==> config.mk <==
export PLATFORM = sky130hd
export DESIGN_NAME = gputc_timer
export DESIGN_NICKNAME = d
export VERILOG_FILES = /design/src/design/gputc_timer.v
export VERILOG_INCLUDE_DIRS = /design/src /design/src/include
export SDC_FILE = /design/constraint.sdc
export NUM_CORES = 1
export LEC_CHECK = 0
export ABC_AREA = 1
export BUFFER_PORTS_ARGS = -buffer_cell sky130_fd_sc_hd__buf_2
export CAP_MARGIN = 30
export CORE_ASPECT_RATIO = 1.4
export CORE_MARGIN = 4
export CORE_UTILIZATION = 59
export CTS_BUF_LIST = sky130_fd_sc_hd__clkbuf_4 sky130_fd_sc_hd__clkbuf_8
export DETAILED_ROUTE_END_ITERATION = 6
export PLACE_DENSITY = 0.8
export SYNTH_ARGS = -nofsm -noshare
export SYNTH_HDL_FRONTEND = slang
export SYNTH_SLANG_ARGS = --single-unit
==> constraint.sdc <==
create_clock -name clk_sys -period 3.3 [get_ports clk_sys]
set_input_delay 0.495 -clock clk_sys [delete_from_list [all_inputs] [get_ports clk_sys]]
set_output_delay 0.495 -clock clk_sys [all_outputs]
set_load 0.02 [all_outputs]
==> src/include/gputc_defines.vh <==
// constants for the general-purpose up/down timer/counter
`ifndef GPUTC_DEFINES_VH
`define GPUTC_DEFINES_VH
`define GPUTC_WIDTH        16
`define GPUTC_MODE_TC      1'b0
`define GPUTC_MODE_RATE    1'b1
`define GPUTC_CLK_INTERNAL 1'b0
`define GPUTC_CLK_EXTERNAL 1'b1
`define GPUTC_GATE_INT     1'b0
`define GPUTC_GATE_EXT     1'b1
`define GPUTC_DIR_SOFT     1'b0
`define GPUTC_DIR_HW       1'b1
`define GPUTC_RST_COUNT    16'h0000
`define GPUTC_RST_LOAD     16'h0000
`define GPUTC_TB_HZ        24000000
`define GPUTC_SYS_HZ       100000000
`define GPUTC_TB_ACC_W     27
`endif
==> src/design/gputc_timer.v <==
// general-purpose 16-bit up/down timer/counter with two output modes
`default_nettype none
`include "gputc_defines.vh"

// Summary of operation
// (RULE1) one independent sixteen-bit counter that counts up or down
// (RULE2) direction from hardware pin or software bit; low/0 down, high/1 up
// (RULE3) count clock is internal 24 MHz timebase or external clock up to 20 MHz
// (RULE4) internal gating: only the software enable stops counting
// (RULE5) external gating: software disable or low gate pin stops counting
// (RULE6) software can write an initial count
// (RULE7) present count readable any time without disturbing operation
// (RULE8) mode 0: load drives output low; high at zero until next load
// (RULE9) mode 1: output low after load; one-tick high pulse at count of one
// (RULE10) mode 1: after the pulse the initial count reloads and repeats
// (RULE11) software must load an initial count above one in mode 1
// (RULE12) while gated off, count and output hold their values
module gputc_timer (
   input  wire        clk_sys,
   input  wire        rst_n,
   input  wire        load_stb,
   input  wire [15:0] load_value,
   input  wire        mode_sel,
   input  wire        clk_src_sel,
   input  wire        gate_src_sel,
   input  wire        dir_src_sel,
   input  wire        dir_soft,
   input  wire        count_en,
   input  wire        ext_clk,
   input  wire        ext_gate,
   input  wire        ext_dir,
   output reg  [15:0] count_value,
   output reg         tc_out
);

   reg [15:0] count_reg;
   reg [15:0] count_next;
   reg [15:0] init_reg;
   reg        out_reg;
   reg        out_next;
   reg        armed_reg;
   reg        armed_next;
   reg        ext_clk_d_reg;
   reg [26:0] tb_acc_reg;
   reg [26:0] tb_sum;
   reg        tb_tick;
   reg        tick;
   reg        enabled;
   reg        up;

   // fractional accumulator: 24 MHz ticks from the 100 MHz clock, no drift
   always @* begin
      tb_sum = tb_acc_reg + 27'd24000000;
      tb_tick = 1'b0;
      if (tb_sum >= 27'd100000000) begin
         tb_sum = tb_sum - 27'd100000000;
         tb_tick = 1'b1;
      end
   end

   always @(posedge clk_sys) begin
      if (!rst_n) begin
         tb_acc_reg    <= 27'h0000000;
         ext_clk_d_reg <= 1'b0;
      end else begin
         tb_acc_reg    <= tb_sum;
         ext_clk_d_reg <= ext_clk;
      end
   end

   // external clock sampled as a synchronous input; rising edge counts
   always @* begin
      if (clk_src_sel == `GPUTC_CLK_EXTERNAL)
         tick = ext_clk & ~ext_clk_d_reg; // RULE3
      else
         tick = tb_tick; // RULE3
      if (gate_src_sel == `GPUTC_GATE_EXT)
         enabled = count_en & ext_gate; // RULE5
      else
         enabled = count_en; // RULE4
      if (dir_src_sel == `GPUTC_DIR_HW)
         up = ext_dir; // RULE2
      else
         up = dir_soft; // RULE2
   end

   always @* begin
      count_next = count_reg;
      out_next   = out_reg;
      armed_next = armed_reg;
      if (load_stb) begin
         count_next = load_value; // RULE6
         out_next   = 1'b0; // RULE8
         armed_next = 1'b1;
      end else if (tick && enabled && armed_reg) begin // RULE12
         if (mode_sel == `GPUTC_MODE_RATE) begin
            if (out_reg) begin
               count_next = init_reg; // RULE10
               out_next   = 1'b0; // RULE9
            end else begin
               if (up)
                  count_next = count_reg + 16'h0001; // RULE1
               else
                  count_next = count_reg - 16'h0001; // RULE1
               if (count_next == 16'h0001)
                  out_next = 1'b1; // RULE9
            end
         end else if (!out_reg) begin
            if (up)
               count_next = count_reg + 16'h0001; // RULE1
            else
               count_next = count_reg - 16'h0001; // RULE1
            if (count_next == 16'h0000)
               out_next = 1'b1; // RULE8
         end
      end
   end

   // output held high in mode 0 until reload; count stops there too
   always @(posedge clk_sys) begin
      if (!rst_n) begin
         count_reg   <= `GPUTC_RST_COUNT;
         init_reg    <= `GPUTC_RST_LOAD;
         out_reg     <= 1'b0;
         armed_reg   <= 1'b0;
         count_value <= `GPUTC_RST_COUNT;
         tc_out      <= 1'b0;
      end else begin
         count_reg   <= count_next;
         out_reg     <= out_next;
         armed_reg   <= armed_next;
         count_value <= count_next; // RULE7
         tc_out      <= out_next;
         if (load_stb)
            init_reg <= load_value; // RULE10
      end
   end

endmodule // gputc_timer
`default_nettype wire

== After elaboration in Yosys (flattened, before gate mapping) ==
Index checks and enable logic that the tools add are counted.
Storage, ports and cells
  register bits after elaboration: 62
  bits of input ports: 28
  output and inout port bits: 17
  logic and storage cells: 46
Cells by class
  $add $sub $neg: 4
  order comparisons: 1
  equal/unequal tests: 2
  multiplexer cells: 23
  bitwise operators: 4
  reduce and logical (&&, ||, !) cells: 6
Operator list (count)
  $mux W16: 13
  $add A27 B25 Y27 const B: 1
  $ge A27 B27 Y1 const B: 1
  $mux W27: 1
  $sub A27 B27 Y27 const B: 1
  $add A16 B1 Y16 const B: 1
  $eq A16 B1 Y1 const B: 1
  $logic_not A16 Y1: 1
  $sub A16 B1 Y16 const B: 1
  $mux W1: 9
  $ne A3 B3 Y1 const B: 1
  $and A1 B1 Y1: 2
  $logic_and A1 B1 Y1: 2
  $not A1 Y1: 2
  $reduce_and A2 Y1: 1
  $reduce_bool A2 Y1: 1
  $reduce_or A2 Y1: 1

== Longest topological paths before layout ==
Gate-level depths: netlist (run 1).
  depth in word-level cells: 12
  depth in mapped cells: 22
  depth with buffers taken out: 22

== Worst setup path after synthesis (run 1) ==
OpenSTA, ideal clock, no wires.
  kind: input to register
  start point: input dir_src_sel
  end point: register out_reg
  library setup time: 0.065 ns
  data arrival time: 2.922 ns
  data required time: 3.235 ns
  setup slack: 0.314 ns
  stages on the path: 15
  path buffers: 0
  cells stage by stage: mux2i_1 -> ha_1 -> a21oi_1 -> nor2_1 -> nor2_1 -> inv_1 -> a21oi_1 -> nand3_1 -> nand2_1 -> nand3_1 -> nor2_1 -> nand3_1 -> nand2_1 -> inv_1 -> nor2_1
Between the ends
  longest elaborated chain between the ends: 10
  elaborated cells on any way between the ends: 16
  those cells by class: eq/ne (1); mux (14); reduce/logical (1)
Ends and longest elaborated chain
  start: declaration: RTL line gputc_timer.v:26  | input wire dir_src_sel,
  $mux W1 (*): RTL line gputc_timer.v:81  | if (dir_src_sel == `GPUTC_DIR_HW)
  $mux W16 (*): RTL line gputc_timer.v:101, gputc_timer.v:109
  $mux W16 (*): RTL line gputc_timer.v:97, gputc_timer.v:108
  $mux W16: RTL line gputc_timer.v:96  | if (mode_sel == `GPUTC_MODE_RATE) begin
  $mux W16: RTL line gputc_timer.v:95  | end else if (tick && enabled && armed_reg) begin
  $mux W16: RTL line gputc_timer.v:91  | if (load_stb) begin
  $eq A16 B1 Y1 or $logic_not A16 Y1 (tied branches): RTL line gputc_timer.v:105, gputc_timer.v:113
  $mux W1 (on tied branches): RTL line gputc_timer.v:105, gputc_timer.v:113
  $mux W1 (on tied branches): RTL line gputc_timer.v:97, gputc_timer.v:108
  $mux W1 (*): RTL line gputc_timer.v:96
  end signal: assignment: RTL line gputc_timer.v:130  | out_reg <= out_next;
  end: declaration: RTL line gputc_timer.v:39  | reg out_reg;
Every way passes the cells marked *; elsewhere a longest branch is shown, timed or not. The select of a mux whose other input is x is not followed.
A chain may end at the register's enable or synchronous reset.

== Final worst setup path (run 1) ==
  start point: register tb_acc_reg[9]
  end point: register tb_acc_reg[25]
Between the ends
  longest elaborated chain between the ends: 3
  elaborated cells on any way between the ends: 4
  those cells by class: add/sub (2); order compare (1); mux (1)
Ends and longest elaborated chain
  start: declaration: RTL line gputc_timer.v:44  | reg [26:0] tb_acc_reg;
  start signal: assignment: RTL line gputc_timer.v:66  | tb_acc_reg <= tb_sum;
  $add A27 B25 Y27 (*): RTL line gputc_timer.v:53  | tb_sum = tb_acc_reg + 27'd24000000;
  $sub A27 B27 Y27 or $ge A27 B27 Y1 (tied branches): RTL line gputc_timer.v:56, gputc_timer.v:55
  $mux W27 (*): RTL line gputc_timer.v:55  | if (tb_sum >= 27'd100000000) begin
Every way passes the cells marked *; elsewhere a longest branch is shown, timed or not.

==> summary.md, run 1 <==
| Metric | Value |
|---|---|
| Clock slew at reported path FFs | 0.11 ns |
| Unrepaired setup endpoints after global routing | false |
| Top area cells in the synthesized netlist | sky130_fd_sc_hd__dfxtp_1, sky130_fd_sc_hd__nand2_1, sky130_fd_sc_hd__a21oi_1, sky130_fd_sc_hd__nand3_1, sky130_fd_sc_hd__inv_1 |
| Layout Area Growth over Synthesis | 9.118% |
| Top-area cell type share of the netlist area | 0.2617 |
| H-Tree Level Count | 2 |
| CTS tree | yes |
| Number of flip-flops under the largest register name | 19 |
| Count of maximum capacitance violations | 0 |
| Final Setup Violations | 0 |
| Total count of hold-check failures in the final report | 0 |
| Number of nets in the final layout | between 700 and 800 |
| Cell area after synthesis | 4130 um2 |
| Data required, critical path | 3.53 ns |
| Overall die area | 8422 um2 |
| Endpoint kind of the worst setup timing path | flip-flop |
| Share of final-layout standard cells stronger than drive strength 1 | 0.1338 |
| Final RePlAce weighted congestion | between 0.9 and 1 |
| Detailed Place HPWL | 8.015 mm |
| Reg-to-reg endpoint | tb_acc_reg[25] |
| Sequential element share of the synthesized area | 0.2617 |
| Number of distinct library cells after synthesis | 39 |
| Buffer depth of the longest clock path | 2 |
| Fraction of registers with async set or reset after synthesis | 0 |
| # resized after CTS | 0 |
| Total wire length after detailed routing | between 10 and 15 mm |
| Post-synthesis area per instance | 6.119 um2 |
| Most used DFF post-synth | sky130_fd_sc_hd__dfxtp_1 |
| Width of the chip | 78.71 um |
| Via/cell ratio | 5.400 |
| Synth Register Bits | 54 |
| DRC violations left | 0 |
| Yosys synthesis warning count | 0 |
| Number of clock sinks | 54 |
| Critical Path Source | tb_acc_reg[9] |
| Layout Cell Area excl Fill | 4507 um2 |
| Signal arrival time at the worst endpoint | ~3 ns |
| Number of vias in the routed layout | 4331 |
| Critical path startpoint category | flip-flop |
| Multi-input combinational cell area | 2616 um2 |
| Worst path cell trace | inv_1, ha_1, inv_1, nand2_2, nand2_2, nand3_1, nand3_1, nand2_1, nor2_1, nand2_1, nor2_1, nand3_2, nand2_2, inv_2, a21oi_1, nand2_1, nand2_1, nor2_1 |
| Final setup TNS | 0 ns |
| Pwr/cell area | 685.1 nW/um2 |
| Count of antenna diodes in the layout | 0 |
| Crit-path max FO | 18 |
| Antenna violations before repair | 0 |
| Leading cell type by number of instances after synthesis | sky130_fd_sc_hd__nand2_1 |
| IR Drop Worst-Case VDD | ~0.00027 V |
| Root Buffer Master | sky130_fd_sc_hd__clkbuf_8 |
| Crit Reg-Reg Startpoint | tb_acc_reg[9] |
| Number of cells produced by synthesis | about 680 |
| Wire length of the first global-routing pass | 18.12 mm |
| Top post-synthesis cells by count | sky130_fd_sc_hd__nand2_1, sky130_fd_sc_hd__inv_1, sky130_fd_sc_hd__a21oi_1, sky130_fd_sc_hd__nor2_1, sky130_fd_sc_hd__nand3_1 |
| Final-report max-slew violation count | 0 |
| Peak per-stage delay on the critical path | 0.46 ns |
| Clock period minus worst slack | approximately 2.7 ns |
| Via count of the first global-routing pass | between 4000 and 5000 |
| Path class of the lowest-slack min-delay path | in2reg |
| Number of enable flip-flop cells after synthesis | 0 |
| Post-synthesis net count | ~730 |
| Worst max-slew margin expressed relative to the limit | 0.6099 |
| Vertical extent of the die | 107.0 um |
| Iteration-0 DRC count of the detailed router | 178 |
| Final cycle utilization of the critical path | 0.8283 |
| Path depth of the worst reg2reg path | 18 |
| Count of TritonRoute iterations in the first routing pass | 5 |
| Initial cell density of the core | 0.6164 |
| Worst min-delay path endpoint | ext_clk_d_reg |
| Hold path startpoint | ext_clk |
| Slew at the pin closest to its max-slew limit | 0.5851 ns |
| Remaining number of nets flagged by the antenna check after routing | 0 |
| Run status | complete, no violations |
| Congestion Overflow GR | 0 |
| Slowest cell on crit path | sky130_fd_sc_hd__dfxtp_1 |
| Number of buffers inserted by post-CTS setup repair | 0 |
| Type of the worst setup path | reg2reg |
| Count of input and output buffers | 44 |
| Cell type with the highest aggregate area in the netlist | sky130_fd_sc_hd__dfxtp_1 |
| Inserted Clock Buffers | 5 |
| Achievable Freq | between 0.3 and 0.4 GHz |
| Core area | 6700 um2 |
| Register-to-register setup slack | 0.57 ns |
| Post-CTS Hold Fix Bufs | 0 |
| Worst skew pair latency | 0.32 ns |
| Most frequent cell on the critical path | sky130_fd_sc_hd__nand2_1 |
| Std cell rows | 35 |
| Static leakage | 2.316 nW |
| Number of filler cells placed in the layout | 647 |
| Average wire per standard cell | 13.07 um |
| Post-route clock skew | 0.01515 ns |
| I/O pins | 45 |
| Pin count of the biggest net entering global routing | 64 |
| Sequential Area | 1081 um2 |
| Instance area at placement | 4393 um2 |
| Hold Crit Depth | 3 |
| Overall fraction of global-route tracks in use | 0.2617 |
[cell families after synthesis]
group	synth area share
AO/OA/AOI/OAI	0.1581
buffers and inverters	0.1048
flip-flops	0.2617
XOR/XNOR	0.02121
adder cells (fa/ha/maj)	0.06846
multiplexers	0.002424
AND/OR/NAND/NOR	0.3832
[report_power, final]
part           switching (mW)  total, mW  internal (mW)
sequential              0.143      0.929          0.786
clock                   0.235      0.470          0.235
combinational            1.13       1.69          0.559
[area by class of cell]
| type | instances | area share |
|---|---|---|
| clock buffers | 6 | 0.01694 |
| well taps | 92 | 0.02554 |
| inverters | 88 | 0.07329 |
| flip-flops and latches | 54 | 0.2399 |
| repair buffers | 48 | 0.05552 |
| multi-input cells | 512 | 0.5805 |
| clock inverters | 2 | 0.008329 |
[worst max-delay path: cells and delay by family (launching register included)]
kind | cells | cell delay [ns]
compound gates | 1 | 0.19
fa+ha+maj | 1 | 0.22
flops | 1 | 0.46
buf+inv | 3 | 0.30
simple gates | 13 | 1.48
[routing by layer]
layer / vias to the layer above / GRT usage / part of all wire
met5: - / 0 / 0
met4: 0 / 0.09250 / 0.023
met3: 26 / 0.02941 / 0.037
met2: 101 / 0.4909 / 0.53
met1: 1958 / 0.3003 / 0.41
li1: 2246 / - / -
[per-stage QoR]
stage	std cells	hold slack [ns]	setup slack [ns]	utilization	power (mW)
5_1_grt	802	0.3826	0.2296	0.6726	3.380
6_report	802	0.3631	0.5665	0.6726	3.088
2_1_floorplan	675	0.4343	0.3137	-	2.259
3_3_place_gp	794	0.4441	0.5384	0.6556	2.556
3_5_place_dp	794	0.4540	0.4469	0.6556	2.606
4_1_cts	802	0.3644	0.5899	0.6726	3.075
[cells in the final DEF, fill, tap and decap left out, types with 3 or more instances in the layout]
master                     synthesis  final
sky130_fd_sc_hd__xnor2_1           3      3
sky130_fd_sc_hd__nor2_4            3      3
sky130_fd_sc_hd__o21a_1            4      4
sky130_fd_sc_hd__o21ai_0          37     37
sky130_fd_sc_hd__clkbuf_8          0      5
sky130_fd_sc_hd__ha_1             21     21
sky130_fd_sc_hd__nand2_2          15     15
sky130_fd_sc_hd__nand3_2           4      4
sky130_fd_sc_hd__nand2_1         179    179
sky130_fd_sc_hd__a21boi_0          3      3
sky130_fd_sc_hd__nor2_1           63     63
sky130_fd_sc_hd__nand3_1          61     61
sky130_fd_sc_hd__o211ai_1          4      4
sky130_fd_sc_hd__inv_1            75     75
sky130_fd_sc_hd__inv_2            11     11
sky130_fd_sc_hd__nor2_2            4      4
sky130_fd_sc_hd__nor3_1           14     14
sky130_fd_sc_hd__dfxtp_1          54     54
sky130_fd_sc_hd__buf_2             1     44
sky130_fd_sc_hd__a21oi_1          64     64
sky130_fd_sc_hd__xor2_1            7      7
sky130_fd_sc_hd__buf_4             2      4
sky130_fd_sc_hd__o21ai_1           3      3
sky130_fd_sc_hd__nand4_1           6      6
[how the worst max path moves through the flow]
| stage | to | slack (ns) | cells after the start |
|---|---|---|---|
| global route | tb_acc_reg[15] | 0.23 | 19 |
| floorplan | out_reg | 0.31 | 15 |
| detailed placement | out_reg | 0.45 | 19 |
| CTS | count_reg[6] | 0.59 | 16 |
| global placement | out_reg | 0.54 | 19 |
| finish | tb_acc_reg[25] | 0.57 | 18 |
Note: power is estimated with default switching activity, not from simulation.
==> run 2: changes to the inputs <==
Settings changed: CORE_UTILIZATION 59 to 55, PLACE_DENSITY 0.8 to 0.78.
Clock period 3.3 ns to 2.2 ns, I/O delays scaled along.
==> run 2 against run 1 <==
  * Critical endpoint is now count_reg[13]
  * Non-clock buffer count increased by 103
  * Register-to-register slack lost 0.99 ns
  * Largest cell class unchanged
  * Sequential power rose by 53%
  * Design area rose by 37%
  * Routed wire length rose by 49%
  * Sequential share of layout area decreased by 6.4 points
  * Die area grew 6.6%
  * The flow now finishes with violations (negative setup slack)
==> summary.md, run 2 (synthesis gave the netlist of run 1 again) <==
| Metric | Value |
|---|---|
| Worst max-slew margin expressed relative to the limit | 0.5800 |
| Number of flip-flops under the largest register name | 19 |
| Peak per-stage delay on the critical path | 0.35 ns |
| Crit Reg-Reg Startpoint | tb_acc_reg[9] |
| Iteration-0 DRC count of the detailed router | 466 |
| H-Tree Level Count | 2 |
| Remaining number of nets flagged by the antenna check after routing | 0 |
| IR Drop Worst-Case VDD | 0.001036 V |
| Worst path cell trace | inv_2, ha_4, inv_2, nand2_4, nand2_1, nand2_1, nand2_2, nand3_2, nor2_2, nand3_2, nand2_2, nand3_1, nand2_2, nand2_4, nand3_4, nand3_4, clkbuf_16, a21oi_1, nor2_1 |
| Achievable Freq | around 0.38 GHz |
| Overall die area | 8980 um2 |
| Total wire length after detailed routing | about 16 mm |
| Number of nets in the final layout | between 800 and 900 |
| Congestion Overflow GR | 0 |
| Layout Area Growth over Synthesis | 49.56% |
| Std cell rows | 37 |
| Final RePlAce weighted congestion | slightly above 0.9 |
| Hold path startpoint | ext_clk |
| Width of the chip | 81.24 um |
| Highest-count cells in the layout ignoring fill and taps | sky130_fd_sc_hd__nand2_1, sky130_fd_sc_hd__buf_4, sky130_fd_sc_hd__inv_1, sky130_fd_sc_hd__nand3_1, sky130_fd_sc_hd__nor2_1 |
| Number of filler cells placed in the layout | 442 |
| Overall fraction of global-route tracks in use | 0.3075 |
| Root Buffer Master | sky130_fd_sc_hd__clkbuf_8 |
| Pin count of the biggest net entering global routing | 64 |
| Final hold slack | 0.2052 ns |
| Count of input and output buffers | 44 |
| Smallest setup slack after layout | -0.4225 ns |
| Inserted Clock Buffers | 5 |
| Unrepaired setup endpoints after global routing | true |
| Wire length of the first global-routing pass | 22.47 mm |
| Critical path startpoint category | flip-flop |
| Run status | finished, violations left |
| Count of TritonRoute iterations in the first routing pass | 5 |
| Post-route clock skew | 0.01013 ns |
| Via/cell ratio | between 5 and 6 |
| Clock period minus worst slack | 2.623 ns |
| Final setup TNS | -10.03 ns |
| Final cycle utilization of the critical path | 1.192 |
| Endpoint kind of the worst setup timing path | flip-flop |
| Static leakage | 3.013 nW |
| Multi-input combinational cell area | between 3000 and 4000 um2 |
| Average wire per standard cell | 17.23 um |
| Clock slew at reported path FFs | 0.11 ns |
| Sequential Area | 1086 um2 |
| Slowest cell on crit path | sky130_fd_sc_hd__dfxtp_2 |
| Hold Crit Depth | 3 |
| Total count of hold-check failures in the final report | 0 |
| Pre-CTS worst setup slack | -0.4034 ns |
| Violations in the final reports | negative setup slack |
| Number of clock sinks | 54 |
| Signal arrival time at the worst endpoint | 2.84 ns |
| DRC violations left | 0 |
| Number of placed cells counting well taps | slightly below 900 |
| Instance area at placement | 5046 um2 |
| Buffer depth of the longest clock path | 2 |
| Crit-path max FO | 8 |
| Worst min-delay path endpoint | ext_clk_d_reg |
| Layout Cell Area excl Fill | 6177 um2 |
| Path class of the lowest-slack min-delay path | in2reg |
| Type of the worst setup path | reg2reg |
| Number of vias in the routed layout | between 5000 and 6000 |
| Initial cell density of the core | 0.5647 |
| Data required, critical path | 2.41 ns |
| Antenna violations before repair | 0 |
| CTS tree | yes |
| Path depth of the worst reg2reg path | 19 |
| Register-to-register setup slack | -0.42 ns |
| Via count of the first global-routing pass | 5167 |
| Post-CTS Hold Fix Bufs | 0 |
| Reg-to-reg endpoint | count_reg[13] |
| Count of antenna diodes in the layout | 0 |
| Vertical extent of the die | 110.5 um |
| Slew at the pin closest to its max-slew limit | roughly 0.63 ns |
| Core area | between 7000 and 8000 um2 |
| I/O pins | 45 |
| Final-report max-slew violation count | 0 |
| Worst skew pair latency | 0.32 ns |
| Share of final-layout standard cells stronger than drive strength 1 | 0.4010 |
| Commonest non-fill, non-tap cell in the layout | sky130_fd_sc_hd__nand2_1 |
| Non-filler instance count after layout | 910 |
| Final Setup Violations | 36 |
| Detailed Place HPWL | 8.977 mm |
| Most frequent cell on the critical path | sky130_fd_sc_hd__nand2_2 |
| Pwr/cell area | around 1200 nW/um2 |
| Count of maximum capacitance violations | 0 |
run 2: critical path: cells and delay by family (launching register included):
family / cells / cell delay (ns)
AO/OA/AOI/OAI: 1 / 0.19
buffers and inverters: 3 / 0.32
flip-flops: 1 / 0.35
AND/OR/NAND/NOR: 14 / 1.48
adder cells (fa/ha/maj): 1 / 0.16
run 2: what timing repair did:
item,CTS,global route
setup endpoints to repair,36,36
gates cloned,1,2
buffers inserted,9,12
resized for setup,104,94
pin swaps,25,30
run 2: worst max path at each step:
| stage | to | startpoint | slack, ns |
|---|---|---|---|
| after floorplan | out_reg | dir_src_sel | -0.13 |
| after global placement | out_reg | dir_src_sel | -0.33 |
| final | count_reg[13] | tb_acc_reg[9] | -0.42 |
| after global routing | count_reg[13] | tb_acc_reg[10] | -0.57 |
| after CTS | count_reg[14] | tb_acc_reg[9] | -0.05 |
| after detailed placement | out_reg | dir_src_sel | -0.40 |
run 2: area by class of cell:
class,instances,share of cell area
Clock buffer,6,0.01236
Sequential cell,54,0.1758
Clock inverter,2,0.002228
Tap cell,97,0.01965
Timing Repair Buffer,151,0.1868
Inverter,88,0.05611
Multi-Input combinational cell,512,0.5471
run 2: layer usage:
metal	up-vias	wire [um]	track usage
met1	2436	5610	0.3396
met5	-	0	0
li1	2469	-	-
met2	309	8206	0.5485
met4	0	783	0.1635
met3	89	1074	0.04160
run 2: through the flow:
step                        util  power [mW]
final                     0.8445       7.316
after global routing      0.8445       7.770
after CTS                 0.7769       6.026
after detailed placement  0.6899       4.791
after global placement    0.6899       4.673
after floorplan                -       3.393
run 2: where the power goes:
group          total (mW)  internal (mW)  switching [mW]
combinational        5.30           2.24            3.05
clock               0.602          0.239           0.363
sequential           1.42           1.19           0.231
